**config.mk**
```make
export PLATFORM = sky130hd
export DESIGN_NAME = scr_system_control
export DESIGN_NICKNAME = d
export VERILOG_FILES = /design/src/scr_pkg.sv /design/src/scr_flush_if.sv /design/src/scr_flush_seq.sv /design/src/scr_system_control.sv
export VERILOG_INCLUDE_DIRS = /design/src /design/src/src
export SDC_FILE = /design/constraint.sdc
export NUM_CORES = 1
export LEC_CHECK = 0
export BUFFER_PORTS_ARGS = -buffer_cell sky130_fd_sc_hd__buf_2
export CAP_MARGIN = 20
export CELL_PAD_IN_SITES_DETAIL_PLACEMENT = 0
export CELL_PAD_IN_SITES_GLOBAL_PLACEMENT = 1
export CORE_ASPECT_RATIO = 0.9
export CORE_MARGIN = 5
export CORE_UTILIZATION = 35
export DETAILED_ROUTE_END_ITERATION = 8
export PLACE_DENSITY_LB_ADDON = 0.12
export REMOVE_ABC_BUFFERS = 1
export SLEW_MARGIN = 30
export SYNTH_ARGS = -nofsm -noshare
export SYNTH_HDL_FRONTEND = slang
export SYNTH_SLANG_ARGS = --single-unit
```
**constraint.sdc**
```tcl
create_clock -name clk -period 3.55 [get_ports clk]
set_input_delay 0.71 -clock clk [delete_from_list [all_inputs] [get_ports clk]]
set_output_delay 0.71 -clock clk [all_outputs]
set_load 0.01 [all_outputs]
```
**src/scr_defs.svh**
```systemverilog
// Purpose: offsets, field positions, reset values of the system control register
// Assumes: included by its bare name from the register module and the testbench
// Notes:   definitions only
`ifndef SCR_DEFS_SVH
`define SCR_DEFS_SVH

`define SCR_ADDR_W       8
`define SCR_OFS_SYSCTRL  8'h00
// field positions
`define SCR_OVR_HI       17
`define SCR_OVR_LO       16
`define SCR_CKS_RES_BIT  15
`define SCR_DBG_EN_BIT   14
`define SCR_CKS_GO_BIT   13
`define SCR_ROM_DONE_BIT 12
`define SCR_EMC_DIS_BIT  9
`define SCR_SRAM_FL_BIT  7
`define SCR_ICF_BIT      6
`define SCR_SWAP_BIT     4
`define SCR_FIX_HI       3
`define SCR_FIX_LO       1
`define SCR_STRAP_BIT    0
// reset values
`define SCR_OVR_RST      2'h2
`define SCR_FIX_VAL      3'h1
`define SCR_EMC_DIS_RST  1'h1
`define SCR_DBG_EN_RST   1'h0

`endif

```
**src/scr_pkg.sv**
```systemverilog
// Purpose: types shared by the system control register files
// Assumes: nothing
// Notes:   constants live in scr_defs.svh
`default_nettype none
package scr_pkg;
  typedef logic [31:0] scr_word_t;
  typedef enum {
    SCR_FL_IDLE,
    SCR_FL_REQ,
    SCR_FL_WAIT
  } scr_flush_state_e;
endpackage : scr_pkg
`default_nettype wire

```
**src/scr_flush_if.sv**
```systemverilog
// Purpose: carries flush control between register file and flush sequencer
// Assumes: single clock domain
// Notes:   regs side starts, ctrl side runs the sequence
`default_nettype none
interface scr_flush_if;
  logic icache_start;
  logic icache_busy;
  logic swap_flag;
  logic swap_flush;
  modport ctrl (input icache_start, output icache_busy, output swap_flag, output swap_flush);
  modport regs (output icache_start, input icache_busy, input swap_flag, input swap_flush);
endinterface : scr_flush_if
`default_nettype wire

```
**src/scr_flush_seq.sv**
```systemverilog
// Purpose: instruction cache flush sequence and half-swap change detection
// Assumes: cache answers a request with a one-cycle done pulse
// Notes:   a start while busy is absorbed by the flush already running
`default_nettype none
module scr_flush_seq (
  input  wire logic     clk,
  input  wire logic     sys_rst,
  scr_flush_if.ctrl     fl,
  input  wire logic     flash_half_swap,
  input  wire logic     icache_flush_done,
  output logic          icache_flush_req,
  output logic          all_cache_flush
);
  scr_pkg::scr_flush_state_e state_reg;
  scr_pkg::scr_flush_state_e state_next;
  logic                      swap_reg;

  // next state of the flush sequence
  always_comb begin
    state_next = state_reg;
    case (state_reg)
      scr_pkg::SCR_FL_IDLE: begin
        if (fl.icache_start) begin
          state_next = scr_pkg::SCR_FL_REQ;
        end
      end
      scr_pkg::SCR_FL_REQ: begin
        state_next = scr_pkg::SCR_FL_WAIT;
      end
      scr_pkg::SCR_FL_WAIT: begin
        if (icache_flush_done) begin
          state_next = scr_pkg::SCR_FL_IDLE;
        end
      end
      default: begin
        state_next = scr_pkg::SCR_FL_IDLE;
      end
    endcase
  end

  // state register, no path to abort a running flush
  always_ff @(posedge clk or posedge sys_rst) begin
    if (sys_rst) begin
      state_reg <= scr_pkg::SCR_FL_IDLE;
    end else begin
      state_reg <= state_next; // [RULE_10]
    end
  end

  // request pulse to the cache
  always_ff @(posedge clk or posedge sys_rst) begin
    if (sys_rst) begin
      icache_flush_req <= 1'b0;
    end else begin
      icache_flush_req <= (state_next == scr_pkg::SCR_FL_REQ); // [RULE_09]
    end
  end

  // half-swap flag sampling and change-driven flush of every cache
  always_ff @(posedge clk or posedge sys_rst) begin
    if (sys_rst) begin
      swap_reg        <= 1'b0;
      all_cache_flush <= 1'b0;
    end else begin
      swap_reg        <= flash_half_swap; // [RULE_11]
      all_cache_flush <= (flash_half_swap != swap_reg); // [RULE_12]
    end
  end

  assign fl.icache_busy = (state_reg != scr_pkg::SCR_FL_IDLE);
  assign fl.swap_flag   = swap_reg;
  assign fl.swap_flush  = all_cache_flush;
endmodule : scr_flush_seq
`default_nettype wire

```
**src/scr_system_control.sv**
```systemverilog
// Purpose: system control register with checksum, debug gate and cache controls
// Assumes: single-word register port, read data one cycle after the read strobe
// Notes:   only sys_rst (system or power-on reset) clears the contents
//
// Summary of operation
// RULE_01: override field resets and stays 10; the code resets it to 10, then takes bits 17:16 on each write
// RULE_02: writing one to bit 13 starts checksum
// RULE_03: checksum done clears start, stores result
// RULE_04: result bit: 0 pass, 1 fail
// RULE_05: bit 14 selects debug port enable
// RULE_06: debug bit write blocked when locked
// RULE_07: bit 9 one disables external cache
// RULE_08: writing one to bit 7 flushes SRAM cache
// RULE_09: bit 6 flushes instruction cache, self-clears
// RULE_10: writing zero never aborts instruction flush
// RULE_11: bit 4 shows hardware half-swap flag
// RULE_12: half-swap change flushes all caches
// RULE_13: only system reset clears this register
// RULE_14: one word at base, reserved ignore writes
`default_nettype none
`include "scr_defs.svh"
module scr_system_control (
  input  wire logic                    clk,
  input  wire logic                    sys_rst,
  input  wire logic [`SCR_ADDR_W-1:0]  reg_addr,
  input  wire logic [31:0]             reg_wdata,
  input  wire logic                    reg_wr,
  input  wire logic                    reg_rd,
  output logic      [31:0]             reg_rdata,
  input  wire logic                    flash_factory_locked,
  input  wire logic                    debug_lock,
  input  wire logic                    checksum_done,
  input  wire logic                    checksum_fail,
  input  wire logic                    flash_half_swap,
  input  wire logic                    icache_flush_done,
  input  wire logic                    boot_strap,
  output logic                         checksum_start,
  output logic                         debug_port_enable,
  output logic                         ext_mem_cache_disable,
  output logic                         sram_cache_flush,
  output logic                         core_instr_cache_flush,
  output logic                         all_cache_flush,
  output logic      [1:0]              override_field
);
  ////////////////////////////////////////////////////////////////////////////
  // declarations
  logic wr_hit;
  logic rd_hit;
  logic debug_unlocked;
  logic cks_busy_reg;
  logic cks_fail_reg;
  logic sram_flush_bit_reg;
  logic strap_reg;
  logic strap_taken_reg;

  scr_flush_if fl ();

  // decode of the single register address
  function automatic logic scr_hit(input logic [`SCR_ADDR_W-1:0] a);
    return a == `SCR_OFS_SYSCTRL;
  endfunction : scr_hit

  assign wr_hit         = reg_wr && scr_hit(reg_addr); // [RULE_14]
  assign rd_hit         = reg_rd && scr_hit(reg_addr);
  assign debug_unlocked = !flash_factory_locked || !debug_lock;

  ////////////////////////////////////////////////////////////////////////////
  // flush sequencer
  scr_flush_seq u_flush (
    .clk               (clk),
    .sys_rst           (sys_rst),
    .fl                (fl.ctrl),
    .flash_half_swap   (flash_half_swap),
    .icache_flush_done (icache_flush_done),
    .icache_flush_req  (core_instr_cache_flush),
    .all_cache_flush   (all_cache_flush)
  );

  // only a written one starts a flush
  assign fl.icache_start = wr_hit && reg_wdata[`SCR_ICF_BIT]; // [RULE_09] [RULE_10]

  ////////////////////////////////////////////////////////////////////////////
  // override field, kept as software writes it
  always_ff @(posedge clk or posedge sys_rst) begin
    if (sys_rst) begin
      override_field <= `SCR_OVR_RST; // [RULE_01] [RULE_13]
    end else if (wr_hit) begin
      override_field <= reg_wdata[`SCR_OVR_HI:`SCR_OVR_LO]; // [RULE_01]
    end
  end

  // checksum run: a start wins over a done in the same cycle
  always_ff @(posedge clk or posedge sys_rst) begin
    if (sys_rst) begin
      cks_busy_reg   <= 1'b0;
      checksum_start <= 1'b0;
    end else begin
      checksum_start <= wr_hit && reg_wdata[`SCR_CKS_GO_BIT] && !cks_busy_reg; // [RULE_02]
      if (wr_hit && reg_wdata[`SCR_CKS_GO_BIT]) begin
        cks_busy_reg <= 1'b1; // [RULE_02]
      end else if (checksum_done) begin
        cks_busy_reg <= 1'b0; // [RULE_03]
      end
    end
  end

  // result captured at completion
  always_ff @(posedge clk or posedge sys_rst) begin
    if (sys_rst) begin
      cks_fail_reg <= 1'b0;
    end else if (cks_busy_reg && checksum_done) begin
      cks_fail_reg <= checksum_fail; // [RULE_03] [RULE_04]
    end
  end

  // debug port gate, write-protected under lock
  always_ff @(posedge clk or posedge sys_rst) begin
    if (sys_rst) begin
      debug_port_enable <= `SCR_DBG_EN_RST;
    end else if (wr_hit && debug_unlocked) begin
      debug_port_enable <= reg_wdata[`SCR_DBG_EN_BIT]; // [RULE_05] [RULE_06]
    end
  end

  // external memory cache disable
  always_ff @(posedge clk or posedge sys_rst) begin
    if (sys_rst) begin
      ext_mem_cache_disable <= `SCR_EMC_DIS_RST; // [RULE_07]
    end else if (wr_hit) begin
      ext_mem_cache_disable <= reg_wdata[`SCR_EMC_DIS_BIT]; // [RULE_07]
    end
  end

  // sram cache flush: stored bit plus one-cycle pulse per written one
  always_ff @(posedge clk or posedge sys_rst) begin
    if (sys_rst) begin
      sram_flush_bit_reg <= 1'b0;
      sram_cache_flush   <= 1'b0;
    end else begin
      sram_cache_flush <= wr_hit && reg_wdata[`SCR_SRAM_FL_BIT]; // [RULE_08]
      if (wr_hit) begin
        sram_flush_bit_reg <= reg_wdata[`SCR_SRAM_FL_BIT];
      end
    end
  end

  // boot strap level caught once after reset release
  always_ff @(posedge clk or posedge sys_rst) begin
    if (sys_rst) begin
      strap_reg       <= 1'b0;
      strap_taken_reg <= 1'b0;
    end else if (!strap_taken_reg) begin
      strap_reg       <= boot_strap;
      strap_taken_reg <= 1'b1;
    end
  end

  ////////////////////////////////////////////////////////////////////////////
  // read path, zero outside the cycle after a hit read
  always_ff @(posedge clk or posedge sys_rst) begin
    if (sys_rst) begin
      reg_rdata <= 32'h0;
    end else if (rd_hit) begin
      reg_rdata                                <= 32'h0; // [RULE_14]
      reg_rdata[`SCR_OVR_HI:`SCR_OVR_LO]       <= override_field;
      reg_rdata[`SCR_CKS_RES_BIT]              <= cks_fail_reg; // [RULE_04]
      reg_rdata[`SCR_DBG_EN_BIT]               <= debug_port_enable;
      reg_rdata[`SCR_CKS_GO_BIT]               <= cks_busy_reg; // [RULE_03]
      reg_rdata[`SCR_EMC_DIS_BIT]              <= ext_mem_cache_disable;
      reg_rdata[`SCR_SRAM_FL_BIT]              <= sram_flush_bit_reg;
      reg_rdata[`SCR_ICF_BIT]                  <= fl.icache_busy; // [RULE_09]
      reg_rdata[`SCR_SWAP_BIT]                 <= fl.swap_flag; // [RULE_11]
      reg_rdata[`SCR_FIX_HI:`SCR_FIX_LO]       <= `SCR_FIX_VAL;
      reg_rdata[`SCR_STRAP_BIT]                <= strap_reg;
    end else begin
      reg_rdata <= 32'h0;
    end
  end
endmodule : scr_system_control
`default_nettype wire

```
# Word level (Yosys, flattened, before mapping)
# Cells that the tools add are included.
# W data, S select, Z words.
# totals
mem_bits_ro	0
reg_bits	78
latchBits	0
n_memories	0
word_cells	41
ram_bits	0
output_inout_bits	40
# classes
mul	0
eq_ne	4
bitwise	0
add_sub_neg	0
order_cmp	0
shifts	0
n_div	0
reduce_logical	16
n_mux	6
# op_table
cell	count
$pmux W32 S3	1
$eq A32 B2 Y1 const B	2
$mux W32	2
$eq A32 B1 Y1 const B	1
$logic_not A32 Y1	1
$reduce_bool A32 Y1	1
$mux W18	1
$logic_and A1 B1 Y1	8
$logic_not A8 Y1	1
$logic_not A1 Y1	3
$mux W1	2
$reduce_bool A2 Y1	1
$logic_or A1 B1 Y1	1
$ne A1 B1 Y1	1

# Depth between registers and ports, before layout
# depth
word_depth	6
ltp_mapped	4
mapped_depth_nobuf	3

# Modules after synthesis
# From an unflattened synthesis, not the netlist that was laid out.
# unflattened
cells_unflattened	139
area_unflattened_um2	1979.4
# by_module_without_submodules
mod	instances	seq_area_each_um2	area_per_inst_um2	cells_per_inst
scr_flush_seq	1	875.8	1021.0	60
scr_system_control	1	553.0	958.4	79

# Worst setup path after synthesis
# No wires, ideal clock.
# synth_path
path_type	in2reg
startpoint	input port reg_addr[5]
endpoint	register override_field[0]
setup_slack_ns	1.866
n_path_buf	0
setup_ns	0.125
t_required_ns	3.425
cell_stages	3
arrival_time_ns	1.560
path_cell_list	nor4_2 -> nand3_2 -> mux2_2
# synth_between
elab_chain_cells	2
# synth_lines
item	line_no	source
from (decl)	scr_system_control.sv:25	input wire logic [`SCR_ADDR_W-1:0] reg_addr,
$logic_not A8 Y1 (no line)	-	
$logic_and A1 B1 Y1	scr_system_control.sv:63	assign wr_hit = reg_wr && scr_hit(reg_addr);
to (signal assigned)	scr_system_control.sv:86	override_field <= `SCR_OVR_RST;
to (signal assigned)	scr_system_control.sv:88	override_field <= reg_wdata[`SCR_OVR_HI:`SCR_OVR_LO];
to (decl)	scr_system_control.sv:43	output logic [1:0] override_field
# No other way between the ends.
# A chain may end at the register's enable or synchronous reset.

# Final worst setup path
# layout_path
startpoint	register ext_mem_cache_disable
endpoint	output port ext_mem_cache_disable
# layout_rtl
item	line_no	source
from (decl)	scr_system_control.sv:39	output logic ext_mem_cache_disable,
from (signal assigned)	scr_system_control.sv:128	ext_mem_cache_disable <= `SCR_EMC_DIS_RST;
from (signal assigned)	scr_system_control.sv:130	ext_mem_cache_disable <= reg_wdata[`SCR_EMC_DIS_BIT];
# No word-level cell between the ends.

==> impl_metrics.env <==
export IMPL_clkSlewWorstSetupHoldPaths_ns=0.06
export IMPL_first_global_vias=1094
export IMPL_drtPass1Iterations=3
export IMPL_synth_area_top_cells="dfrtp_1 71%, buf_4 8.1%, mux2_2 4.0%"
export IMPL_clockPowerShare_pct=43.9
export IMPL_num_rows=25
export IMPL_crit_family="flip-flops"
export IMPL_power_per_cell_area_mw_per_mm2=534
export IMPL_cts_max_level=3
export IMPL_synth_seq_cells=57
export IMPL_fp_dieH_um=80.8
export IMPL_largest_register_ffs=32
export IMPL_area_growth_pct=27.1
export IMPL_initial_core_util_pct=36.6
export IMPL_setup_worst_path_start="ext_mem_cache_disable"
export IMPL_drt_iter0_markers=20
export IMPL_clock_insertion_delay_worst_skew_ns=0.32
export IMPL_static_leakage_power_uw=0.00130
export IMPL_yosys_area_top_type_share_pct=70.7
export IMPL_postCtsResizedCells=0
export IMPL_ctsHoldBuffers=0
export IMPL_p_int_uw=1050
export IMPL_wl_per_cell_um=10.6
export IMPL_synth_mux_area_share_pct=4.05
export IMPL_dp_final_hpwl_um=2250
export IMPL_pin_count=91
export IMPL_total_die_area_sq_mm=0.00716
export IMPL_worstReg2RegStart="u_flush.state_reg[8]"
export IMPL_simple_gate_fraction_of_synth_area_pct=11.2
export IMPL_postLayoutCellArea_sq_mm=0.00247
export IMPL_cp_end_kind="primary output"
export IMPL_critical_path_s_slowest_cell="dfstp_2"
export IMPL_core_area_sq_mm=0.00532
export IMPL_post_synth_fa_ha_maj_area_fraction_pct=0
export IMPL_post_synthesis_mean_instance_area_sq_um=14.7
export IMPL_vias_per_cell=4.01
export IMPL_timing_critical_path_slowest_cell_delay_ns=0.53
export IMPL_finClkSkew_ns=0.00372
export IMPL_dpl_cell_area_sq_mm=0.00228
export IMPL_drt_wl_total_um=3040
export IMPL_setup_total_negative_slack_ns=0
export IMPL_synth_distinct_cells=21
export IMPL_final_instance_count_excl_fill=286
export IMPL_critPathBufInv=1
export IMPL_drv_cap=0
export IMPL_part_of_the_total_power_dissipated_in_combinational_logic_pct=4.3
export IMPL_seq_area_frac_synth_pct=73.4
export IMPL_synth_top_family_by_area="simple AND/OR/NAND/NOR gates"
export IMPL_worstPathCellList="buf_2"
export IMPL_fp_dieW_um=88.6
export IMPL_place_detailed_instances=271
export IMPL_cts_tree="yes"
export IMPL_layout_drive_gt1_share_pct=32.9
export IMPL_fraction_of_synthesized_cell_area_in_xor_and_xnor_cells_pct=0.450
export IMPL_setup_viol_count_final=0
export IMPL_hold_class="flop to flop"
export IMPL_remaining_design_rule_violation_count=0
export IMPL_clock_sinks=57
export IMPL_critical_path_startpoint_type="flop"
export IMPL_synth_warnings=0
export IMPL_path_class="flop to primary output"
export IMPL_synth_largest_area_cell="dfrtp_1"
export IMPL_place_congestion=0.745
export IMPL_final_min_period_over_clock_period_pct=47.6
export IMPL_holdCritStartpoint="u_flush.fl.swap_flag"
export IMPL_power_share_sequential_pct=51.8
export IMPL_clock_fmax_mhz=592
export IMPL_clock_buffers_created_by_tritoncts=9
export IMPL_power_switching_uw=270
export IMPL_grt_antenna_before_repair=0
export IMPL_fin_util_pct=46.5
export IMPL_mostFrequentLayoutCell="dfrtp_1"
export IMPL_place_port_buffers=44
export IMPL_synth_compound_gate_area_share_pct=0.964
export IMPL_syn_cell_area_sq_mm=0.00195
export IMPL_report_final_hold_viol_count=0
export IMPL_timing_critical_path_arrival_ns=0.98
export IMPL_peakVddDrop_v=0.000332
export IMPL_most_common_layout_cells="55 x dfrtp_1, 52 x conb_1, 44 x buf_2"
export IMPL_grt_max_degree=58
export IMPL_worst_tran_pin_value_ns=0.667
export IMPL_p_sw_share_pct=20.5
export IMPL_crit_required_ns=2.84
export IMPL_grt_pass1_wl_um=4700
export IMPL_status="complete, no violations"
export IMPL_grt_usage_pct=9.31
export IMPL_cts_repair_timing_setup_buffer_count=0
export IMPL_routed_via_count=1147
export IMPL_relSlewSlack_pct=55.5
export IMPL_nets=266
export IMPL_synthCells=132
export IMPL_finalCriticalPeriod_ns=1.69
export IMPL_num_antenna_cells=0
export IMPL_clock_tree_root_cell="clkbuf_8"
export IMPL_cts_root_to_sink_buffers=2
export IMPL_slew_violations=0
export IMPL_ant_nets=0
export IMPL_rsz0062_at_grt="false"
export IMPL_gr_total_overflow=0
export IMPL_timing_critical_path_fanout_max=3
through the flow:
| stage | worst slack [ns] | total power (uW) | hold slack, ns |
|---|---|---|---|
| after floorplan | 1.44 | 727 | 0.434 |
| final | 1.86 | 1320 | 0.456 |
| after detailed placement | 1.60 | 752 | 0.451 |
| after global routing | 1.80 | 1380 | 0.480 |
| after global placement | 1.64 | 749 | 0.447 |
| after CTS | 1.83 | 1340 | 0.461 |
Yosys cell counts, drive strengths merged:
library cell	instances
xor2	1
nand2	2
buf	22
a21oi	1
inv	6
nand3	1
dfrtp	55
nor3b	1
and2	9
nor4	12
o21a	1
nand4	4
dfstp	2
nor2	2
o22ai	1
and3	1
nor3	2
conb	2
mux2	7
power by group through the flow:
stage	Sequential [uW]	Clock, uW	Combinational (uW)
final	683	580	56.9
after detailed placement	695	0	56.7
after global placement	694	0	55.1
after floorplan	695	0	31.6
after global routing	686	623	66.7
after CTS	684	599	57.0
kinds of logic (layout without fill, tap and decap cells):
family,Yosys count,after routing
compound gates,3,3
xor+xnor,1,1
buf+inv,28,65
flops,57,57
mux,7,7
other cells,2,52
simple gates,34,34
final timing paths:
| kind | end | depth (start not counted) | slack (ns) |
|---|---|---|---|
| worst max register to register | u_flush.state_reg[0] | 3 | 2.18 |
| worst min-delay path | u_flush.all_cache_flush | 1 | 0.46 |
| worst max-delay path | ext_mem_cache_disable | 1 | 1.86 |
| min in group asynchronous | reg_rdata[4] | 2 | 0.49 |
| worst min register to register | u_flush.all_cache_flush | 1 | 0.46 |
| max in group asynchronous | u_flush.state_reg[18] | 2 | 2.61 |
per-layer routing:
layer	part of all wire, %	track usage, %	up-vias
met2	52	15.2	48
met4	0.76	4.08	0
li1	-	-	534
met5	0	0	-
met1	35	8.81	560
met3	12	6.90	5
layout make-up:
type,count,area [sq um]
sequential,57,1430
multi-input combinational,97,520
tap,67,83.8
timing repair buffer,44,220
inverter,6,25.0
clock buffer,12,155
clock inverter,3,40.0
fill,501,2840
Note: power is estimated with default switching activity, not from simulation.
